==> config.mk <==
export PLATFORM = sky130hd
export DESIGN_NAME = crmr_top
export DESIGN_NICKNAME = d
export VERILOG_FILES = /design/src/logic/crmr_top.v
export VERILOG_INCLUDE_DIRS = /design/src /design/src/logic
export SDC_FILE = /design/constraint.sdc
export NUM_CORES = 2
export LEC_CHECK = 0
export BUFFER_PORTS_ARGS = -buffer_cell sky130_fd_sc_hd__buf_2
export CAP_MARGIN = 0
export CORE_MARGIN = 2
export CORE_UTILIZATION = 50
export DETAILED_ROUTE_END_ITERATION = 12
export PLACE_DENSITY_LB_ADDON = 0.2
export SYNTH_ARGS = -nofsm -noshare
export SYNTH_HDL_FRONTEND = slang
export SYNTH_SLANG_ARGS = --single-unit
==> constraint.sdc <==
create_clock -name clk -period 6.2 [get_ports clk]
set_clock_uncertainty 0.2 [all_clocks]
set_input_delay 1.86 -clock clk [delete_from_list [all_inputs] [get_ports clk]]
set_output_delay 1.86 -clock clk [all_outputs]
set_load 0.005 [all_outputs]
==> src/logic/crmr_map.vh <==
`ifndef CRMR_MAP_VH
`define CRMR_MAP_VH
// register byte offsets
`define CRMR_OFS_CTRL    8'h00
`define CRMR_OFS_MASK    8'h04
`define CRMR_OFS_REDEF   8'h08
`define CRMR_OFS_NEWD    8'h0c
`define CRMR_OFS_STAT    8'h10
`define CRMR_OFS_BUF     8'h40
`define CRMR_BUF_SEL     7:2
`define CRMR_BUF_HI      2'b01
// controller_control_reg fields
`define CRMR_CTRL_INIT   0
`define CRMR_CTRL_CONF   1
// acceptance_mask_ctrl fields and writable bits
`define CRMR_MASK_M0     0
`define CRMR_MASK_M1     1
`define CRMR_MASK_GLOB   2
`define CRMR_MASK_REQ    4
`define CRMR_MASK_ONE    5
`define CRMR_MASK_WMASK  8'h37
// buffer_redefine_ctrl fields
`define CRMR_REDEF_LOCK  7
`define CRMR_REDEF_SEL   3:0
`define CRMR_REDEF_WMASK 8'h8f
// buffer word layout: identifier, enable, extension
`define CRMR_BUF_ID      28:0
`define CRMR_BUF_STD     28:18
`define CRMR_BUF_EN      30
`define CRMR_BUF_IDE     31
// reset values
`define CRMR_RST_BYTE    8'h00
`define CRMR_RST_WORD    32'h0000_0000
`endif

==> src/logic/crmr_top.v <==
// How it works
// mask bit 1 makes buffer 2 mask buffer 3
// mask bit 0 makes buffer 0 mask buffer 1
// global bit spreads highest mask upward
// single shot off: always retransmit
// single shot, no requeue: drop on loss
// single shot, requeue: one retry after loss
// host writes mask only in confirmed init
// frame type from buffer extension bit only
// mask buffers never store messages
// lowest matching buffer wins
// masked buffers rank below unmasked ones
// locked buffer excluded from matching
// init request clears the redefine lock
// select field picks buffer 0 to 15
// host changes lock and select separately
// lock waits for pending store to finish
// masked store writes identifier, sets flag
// host checks new data around locking
// redefine bits 6..4 read zero
//
// The placing of the registers and the APB register port were left to the implementer.
`timescale 1ns/100ps
`include "crmr_map.vh"
module crmr_top #(
  parameter NBUF = 16
) (
  // clock and reset
  input  wire        clk,
  input  wire        reset,
  // apb slave
  input  wire        psel,
  input  wire        penable,
  input  wire        pwrite,
  input  wire [7:0]  paddr,
  input  wire [31:0] pwdata,
  output reg         pready_q,
  output reg  [31:0] prdata_q,
  output reg         pslverr_q,
  // received frame from protocol engine
  input  wire        rx_valid,
  input  wire [28:0] rx_id,
  input  wire        rx_ide,
  // store result to memory access engine
  output reg         store_valid_q,
  output reg  [3:0]  store_buf_q,
  output reg         store_masked_q,
  // transmit outcome from protocol engine
  input  wire        tx_start,
  input  wire        tx_err,
  input  wire        tx_arb_lost,
  input  wire        tx_done,
  output reg         tx_retry_q,
  output reg         tx_drop_q
);

  // software registers
  reg        init_req_q;
  reg        init_conf_q;
  reg [7:0]  mask_ctrl_q;
  reg [7:0]  redef_q;
  reg [15:0] new_data_q;
  reg        lock_eff_q;
  reg [31:0] buf_mem [0:NBUF-1];
  // match pipeline and single-shot retry state
  reg        pend_q;
  reg [3:0]  pend_buf_q;
  reg        pend_msk_q;
  reg [28:0] pend_id_q;
  reg        used_retry_q;

  wire m0   = mask_ctrl_q[`CRMR_MASK_M0];
  wire m1   = mask_ctrl_q[`CRMR_MASK_M1];
  wire glob = mask_ctrl_q[`CRMR_MASK_GLOB];
  wire one  = mask_ctrl_q[`CRMR_MASK_ONE];
  wire rq   = mask_ctrl_q[`CRMR_MASK_REQ];
  wire [3:0] sel = redef_q[`CRMR_REDEF_SEL];
  wire lock = redef_q[`CRMR_REDEF_LOCK];

  // bus phases: one wait state, act on the answer edge
  wire acc   = psel && penable && pready_q;
  wire wr    = acc && pwrite;
  wire is_bf = (paddr[7:6] == `CRMR_BUF_HI);
  wire [3:0] bidx = paddr[5:2];

  // compare one buffer; mask bit 1 means "ignore this bit"
  function cmp;
    input [31:0] bw;
    input [28:0] id;
    input        ide;
    input [28:0] mk;
    reg   [28:0] diff;
    begin
      diff = (bw[`CRMR_BUF_ID] ^ id) & ~mk;
      if (bw[`CRMR_BUF_IDE])
        cmp = ide && (diff == 29'h0);
      else
        cmp = !ide && (diff[`CRMR_BUF_STD] == 11'h0);
    end
  endfunction

  // mask source per buffer: 0 none, 1 mask0, 2 mask1, 3 is a mask
  function [1:0] msrc;
    input [3:0] n;
    input       a0;
    input       a1;
    input       g;
    begin
      msrc = 2'd0;
      if (n == 4'd0)
        msrc = a0 ? 2'd3 : 2'd0;
      else if (n == 4'd1)
        msrc = a0 ? 2'd1 : 2'd0;
      else if (n == 4'd2)
        msrc = a1 ? 2'd3 : ((g && a0) ? 2'd1 : 2'd0);
      else if (n == 4'd3)
        msrc = a1 ? 2'd2 : ((g && a0) ? 2'd1 : 2'd0);
      else if (g)
        msrc = a1 ? 2'd2 : (a0 ? 2'd1 : 2'd0);
    end
  endfunction

  // search: unmasked lowest first, then masked lowest
  reg        hit_u;
  reg        hit_m;
  reg [3:0]  idx_u;
  reg [3:0]  idx_m;
  reg [1:0]  src;
  reg [28:0] mk;
  reg        ok;
  integer    i;
  always @*
  begin
    hit_u = 1'b0;
    hit_m = 1'b0;
    idx_u = 4'h0;
    idx_m = 4'h0;
    src   = 2'd0;
    mk    = 29'h0;
    ok    = 1'b0;
    for (i = NBUF - 1; i >= 0; i = i - 1)
    begin
      src = msrc(i[3:0], m0, m1, glob);
      mk  = (src == 2'd1) ? buf_mem[0][`CRMR_BUF_ID] :
            (src == 2'd2) ? buf_mem[2][`CRMR_BUF_ID] : 29'h0;
      ok  = buf_mem[i][`CRMR_BUF_EN] && (src != 2'd3)
            && !(lock_eff_q && (sel == i[3:0]))
            && cmp(buf_mem[i], rx_id, rx_ide, mk);
      if (ok && src == 2'd0)
      begin
        hit_u = 1'b1;
        idx_u = i[3:0];
      end
      if (ok && src != 2'd0)
      begin
        hit_m = 1'b1;
        idx_m = i[3:0];
      end
    end
  end

  // prepare stage then store stage
  always @(posedge clk)
  begin
    if (reset)
    begin
      pend_q         <= 1'b0;
      pend_buf_q     <= 4'h0;
      pend_msk_q     <= 1'b0;
      pend_id_q      <= 29'h0;
      store_valid_q  <= 1'b0;
      store_buf_q    <= 4'h0;
      store_masked_q <= 1'b0;
    end
    else
    begin
      pend_q        <= rx_valid && (hit_u || hit_m) && !init_req_q;
      pend_buf_q    <= hit_u ? idx_u : idx_m;
      pend_msk_q    <= !hit_u;
      pend_id_q     <= rx_id;
      store_valid_q <= pend_q;
      if (pend_q)
      begin
        store_buf_q    <= pend_buf_q;
        store_masked_q <= pend_msk_q;
      end
    end
  end

  // lock takes hold only when no store targets the selection
  always @(posedge clk)
  begin
    if (reset)
      lock_eff_q <= 1'b0;
    else if (!lock)
      lock_eff_q <= 1'b0;
    else if (!(pend_q && pend_buf_q == sel))
      lock_eff_q <= 1'b1;
  end

  // buffer words: software writes, masked store rewrites id
  always @(posedge clk)
  begin
    if (pend_q && pend_msk_q)
      buf_mem[pend_buf_q][`CRMR_BUF_ID] <= pend_id_q;
    if (wr && is_bf && !(pend_q && pend_msk_q && pend_buf_q == bidx))
      buf_mem[bidx] <= pwdata;
  end

  // control, mask and redefine registers
  always @(posedge clk)
  begin
    if (reset)
    begin
      init_req_q  <= 1'b0;
      init_conf_q <= 1'b0;
      mask_ctrl_q <= `CRMR_RST_BYTE;
      redef_q     <= `CRMR_RST_BYTE;
    end
    else
    begin
      // confirmation waits for the store pipe to drain
      init_conf_q <= init_req_q && !pend_q && !store_valid_q;
      if (wr && paddr == `CRMR_OFS_CTRL)
        init_req_q <= pwdata[`CRMR_CTRL_INIT];
      if (wr && paddr == `CRMR_OFS_MASK && init_conf_q)
        mask_ctrl_q <= pwdata[7:0] & `CRMR_MASK_WMASK;
      if (wr && paddr == `CRMR_OFS_REDEF)
        redef_q <= pwdata[7:0] & `CRMR_REDEF_WMASK;
      if (init_req_q)
        redef_q[`CRMR_REDEF_LOCK] <= 1'b0;
    end
  end

  // new data flags: store sets, write one clears, set wins
  always @(posedge clk)
  begin
    if (reset || init_req_q)
      new_data_q <= 16'h0;
    else
    begin
      if (wr && paddr == `CRMR_OFS_NEWD)
        new_data_q <= new_data_q & ~pwdata[15:0];
      if (pend_q)
        new_data_q[pend_buf_q] <= 1'b1;
    end
  end

  // single shot handling of transmit outcomes
  always @(posedge clk)
  begin
    if (reset)
    begin
      tx_retry_q   <= 1'b0;
      tx_drop_q    <= 1'b0;
      used_retry_q <= 1'b0;
    end
    else
    begin
      tx_retry_q <= 1'b0;
      tx_drop_q  <= 1'b0;
      if (tx_start && !used_retry_q)
        used_retry_q <= 1'b0;
      if (tx_done || init_req_q)
        used_retry_q <= 1'b0;
      if (tx_err)
      begin
        tx_retry_q <= !one;
        tx_drop_q  <= one;
        used_retry_q <= 1'b0;
      end
      else if (tx_arb_lost)
      begin
        if (!one)
          tx_retry_q <= 1'b1;
        else if (rq && !used_retry_q)
        begin
          tx_retry_q   <= 1'b1;
          used_retry_q <= 1'b1;
        end
        else
        begin
          tx_drop_q    <= 1'b1;
          used_retry_q <= 1'b0;
        end
      end
    end
  end

  // read mux
  reg [31:0] rd;
  reg        bad;
  always @*
  begin
    rd  = `CRMR_RST_WORD;
    bad = 1'b0;
    if (is_bf)
      rd = buf_mem[bidx];
    else
      case (paddr)
        `CRMR_OFS_CTRL:
          rd = {30'h0, init_conf_q, init_req_q};
        `CRMR_OFS_MASK:
          rd = {24'h0, mask_ctrl_q};
        `CRMR_OFS_REDEF:
          rd = {24'h0, redef_q};
        `CRMR_OFS_NEWD:
          rd = {16'h0, new_data_q};
        `CRMR_OFS_STAT:
          rd = {23'h0, lock_eff_q, 3'h0, store_masked_q, store_buf_q};
        default:
          bad = 1'b1;
      endcase
  end

  // apb answer one cycle into the access phase
  always @(posedge clk)
  begin
    if (reset)
    begin
      pready_q  <= 1'b0;
      prdata_q  <= `CRMR_RST_WORD;
      pslverr_q <= 1'b0;
    end
    else
    begin
      pready_q  <= psel && penable && !pready_q;
      pslverr_q <= psel && penable && !pready_q && bad;
      if (psel && penable && !pready_q && !pwrite)
        prdata_q <= rd;
    end
  end

endmodule // crmr_top

==> flow_summary.ini <==
[status]
run_status = finished clean

[critical_path]
crit_slowest_cell = o41ai_1
arrival_ns = 5.81
worst-path-buf-inv = 3
timing.rr.start = mask_ctrl_q[0]$_SDFFE_PP0P_
cpLargestDelayFamily = compound AO/OA/AOI/OAI gates
max_stage_delay_ns = 0.97
crit_path_start_kind = primary input
cp-end-kind = flop
reg2reg_slack_ns = 0.86
crit_fanout = 4
reg2reg_depth = 14
required_ns = 6.49
crit_chain = buf_2 -> xnor2_1 -> a211oi_1 -> a2111oi_0 -> nand4b_1 -> o41ai_1 -> buf_4 -> o211ai_1 -> buf_4 -> o21ai_0 -> or3_1 -> a21o_1 -> a21o_1 -> o21ai_1 -> nor2b_1
critical_path_class = primary input to flop
regToRegEndpoint = pend_buf_q[0]$_SDFF_PP0_

[place]
dp_hpwl_um = 131000
portBuffers = 120
place_inst = 4482
gp_congestion = 1.06

[clock_network]
clk_path_buf_depth = 3
htree_levels = 3
tritoncts = built
cts_buffers = 72
cts_resized = 0
clk_latency_ns = 0.65
cts_sinks = 619
clkSlewWorstSetupHoldPaths_ns = 0.06
post_cts_buffers = 0
root_buffer = clkbuf_16
cts_hold_buf = 0

[floorplanning]
die_area_sq_um = 79000
die_x_um = 281
core_sq_um = 75900
ioPinCount = 122
rows = 101
fp.dieH_um = 281
start_util = 0.506

[sta]
maxSlewViolCount = 0
slew_headroom = 0.156
min_period_ns = 5.53
fin_setup_tns_ns = 0
finalHoldViolations = 0
worst_slew_pin_slew_ns = 1.27
max_freq_mhz = 181
rsz0062_at_grt = no
period_share = 0.892
fin_worst_hold_slack_ns = 0.234
finalSetupViolCount = 0

[grt]
grt_pass1_wl_um = 251000
track_usage = 0.465
antenna_found_initial = 18
grt_pass1_vias = 30400
globalRoute.totalOverflow = 0
grt_max_degree = 97

[synthesis]
syn_inst = 3497
synth.largest_area_cell = edfxtp_1
synthesis.nets = 3577
syn_area_sq_um = 38400
synth-seq-cells = 619
syn_area_per_cell_sq_um = 11.0
ys.flop_type = edfxtp_1
async_flop_share = 0
synth_top_area_frac = 0.400
yosys_warnings = 0
synth_cell_type_count = 77
synth_edf_count = 512
ys_top_cells_by_area = edfxtp_1, mux4_2, mux2_2
yosysSeqAreaShare = 0.456

[final_layout]
regArea_sq_um = 17500
utilization = 0.564
syn2layout_area_growth_pct = 11.6
multiInputGateArea_sq_um = 19800
fin_cells = 4619
drive_gt1_frac = 0.243
nets = 3606
nFillCells = 6415

[drt]
wl_per_cell_um = 40.0
dr.pass1.iters = 8
drt_wl_total_um = 185000
viasPerCell = 7.07
drc = 0
vias = 32700
antenna_left = 0
drt_iter0_drc = 5618

[worst_hold_path]
holdPathStages = 1
min_from = store_valid_q$_SDFF_PP0_
holdPathEnd = init_conf_q$_SDFF_PP0_
hp-class = flop to flop

[power_and_ir_drop]
leakage_nw = 15.5
comb_power_share = 0.104
finalPower_mw = 9.93
intPower_mw = 7.34
p_sw_mw = 2.59
power_frac_clock = 0.437
ir_drop_v = 0.000273
seq_power_share = 0.459
netSwitchingFraction = 0.261
powerDensity_nw_per_um2 = 232

[run]
cap_violations = 0
cells in the final DEF, fill, tap and decap left out, types with 26 or more instances in the layout:
master	n
a22oi_1	43
mux2_2	264
nand3_1	173
nand2_1	712
o21ai_0	26
nor2_1	116
nor2b_1	44
dfxtp_1	104
buf_2	116
clkbuf_16	73
buf_4	124
a21oi_1	46
o2111ai_1	50
nor4_1	49
clkbuf_1	28
xor2_1	229
edfxtp_1	512
mux4_2	162
xnor2_1	243
o22ai_1	58
sequential cells by signal, indices dropped and copies added, names as in the netlist, 4 cells and up:
signal       cells
redef_q          5
mask_ctrl_q      5
pend_id_q       29
store_buf_q      4
new_data_q      16
prdata_q        32
pend_buf_q       4
buf_mem        512
through the flow:
| step | setup WS, ns | instance area [sq um] |
|---|---|---|
| floorplan | 0.718 | 38400 |
| global placement | 0.274 | 40500 |
| detailed placement | 0.310 | 40500 |
| CTS | 0.966 | 42800 |
| global route | 0.662 | 42800 |
| finish | 0.673 | 42800 |
cells by family after synthesis:
group | share of synthesized area
and+or+nand+nor | 0.155
DFF | 0.456
xor gates and xnor gates | 0.108
muxes | 0.176
AOI/OAI and AO/OA | 0.0687
buffers and inverters | 0.0363
power groups by stage:
stage / logic (mW) / clock network, mW / registers (mW)
CTS: 0.981 / 4.33 / 4.56
detailed placement: 0.977 / 0 / 4.65
floorplan: 0.623 / 0 / 4.61
finish: 1.03 / 4.34 / 4.56
global placement: 0.964 / 0 / 4.65
global route: 1.06 / 4.46 / 4.56
Yosys cell counts (18+ instances only):
master / count
o21ai_0: 34
mux4_2: 162
clkbuf_1: 172
nor2_1: 124
mux2_2: 264
a221oi_1: 18
nor2b_1: 44
buf_1: 46
xor2_1: 229
dfxtp_1: 107
nand2_1: 718
a21oi_1: 46
nor3_1: 27
xnor2_1: 243
a22oi_1: 43
nand4_1: 24
nor4_1: 50
o2111ai_1: 50
buf_2: 68
nand3_1: 174
o22ai_1: 65
edfxtp_1: 512
per-layer routing:
layer  routed length (um)  vias to the layer above  GRT usage
li1                     -                    12900          -
met1                69500                    16200      0.626
met2                72900                     2913      0.625
met3                32700                      575      0.241
met4                 9190                       20      0.183
met5                  396                        -     0.0238
worst max-delay path by stage:
stage,start,endpoint,slack (ns),cells past startpoint
final,rx_id[17],pend_buf_q[0]$_SDFF_PP0_,0.67,15
after global routing,rx_id[17],pend_buf_q[0]$_SDFF_PP0_,0.66,15
after CTS,rx_id[3],pend_buf_q[0]$_SDFF_PP0_,0.97,15
after detailed placement,rx_id[3],pend_buf_q[0]$_SDFF_PP0_,0.31,15
after global placement,rx_id[3],pend_buf_q[0]$_SDFF_PP0_,0.27,15
after floorplan,paddr[2],buf_mem[1][0]$_DFFE_PP_,0.72,8
layout make-up:
| class | count | share of cell area |
|---|---|---|
| Antenna cell | 3 | 0.000175 |
| Clock buffer | 112 | 0.0486 |
| Clock inverter | 22 | 0.00552 |
| Inverter | 15 | 0.00131 |
| Multi-Input combinational cell | 2560 | 0.462 |
| Sequential cell | 619 | 0.409 |
| Tap cell | 1030 | 0.0301 |
| Timing Repair Buffer | 258 | 0.0434 |
(Power assumes the default switching activity.)
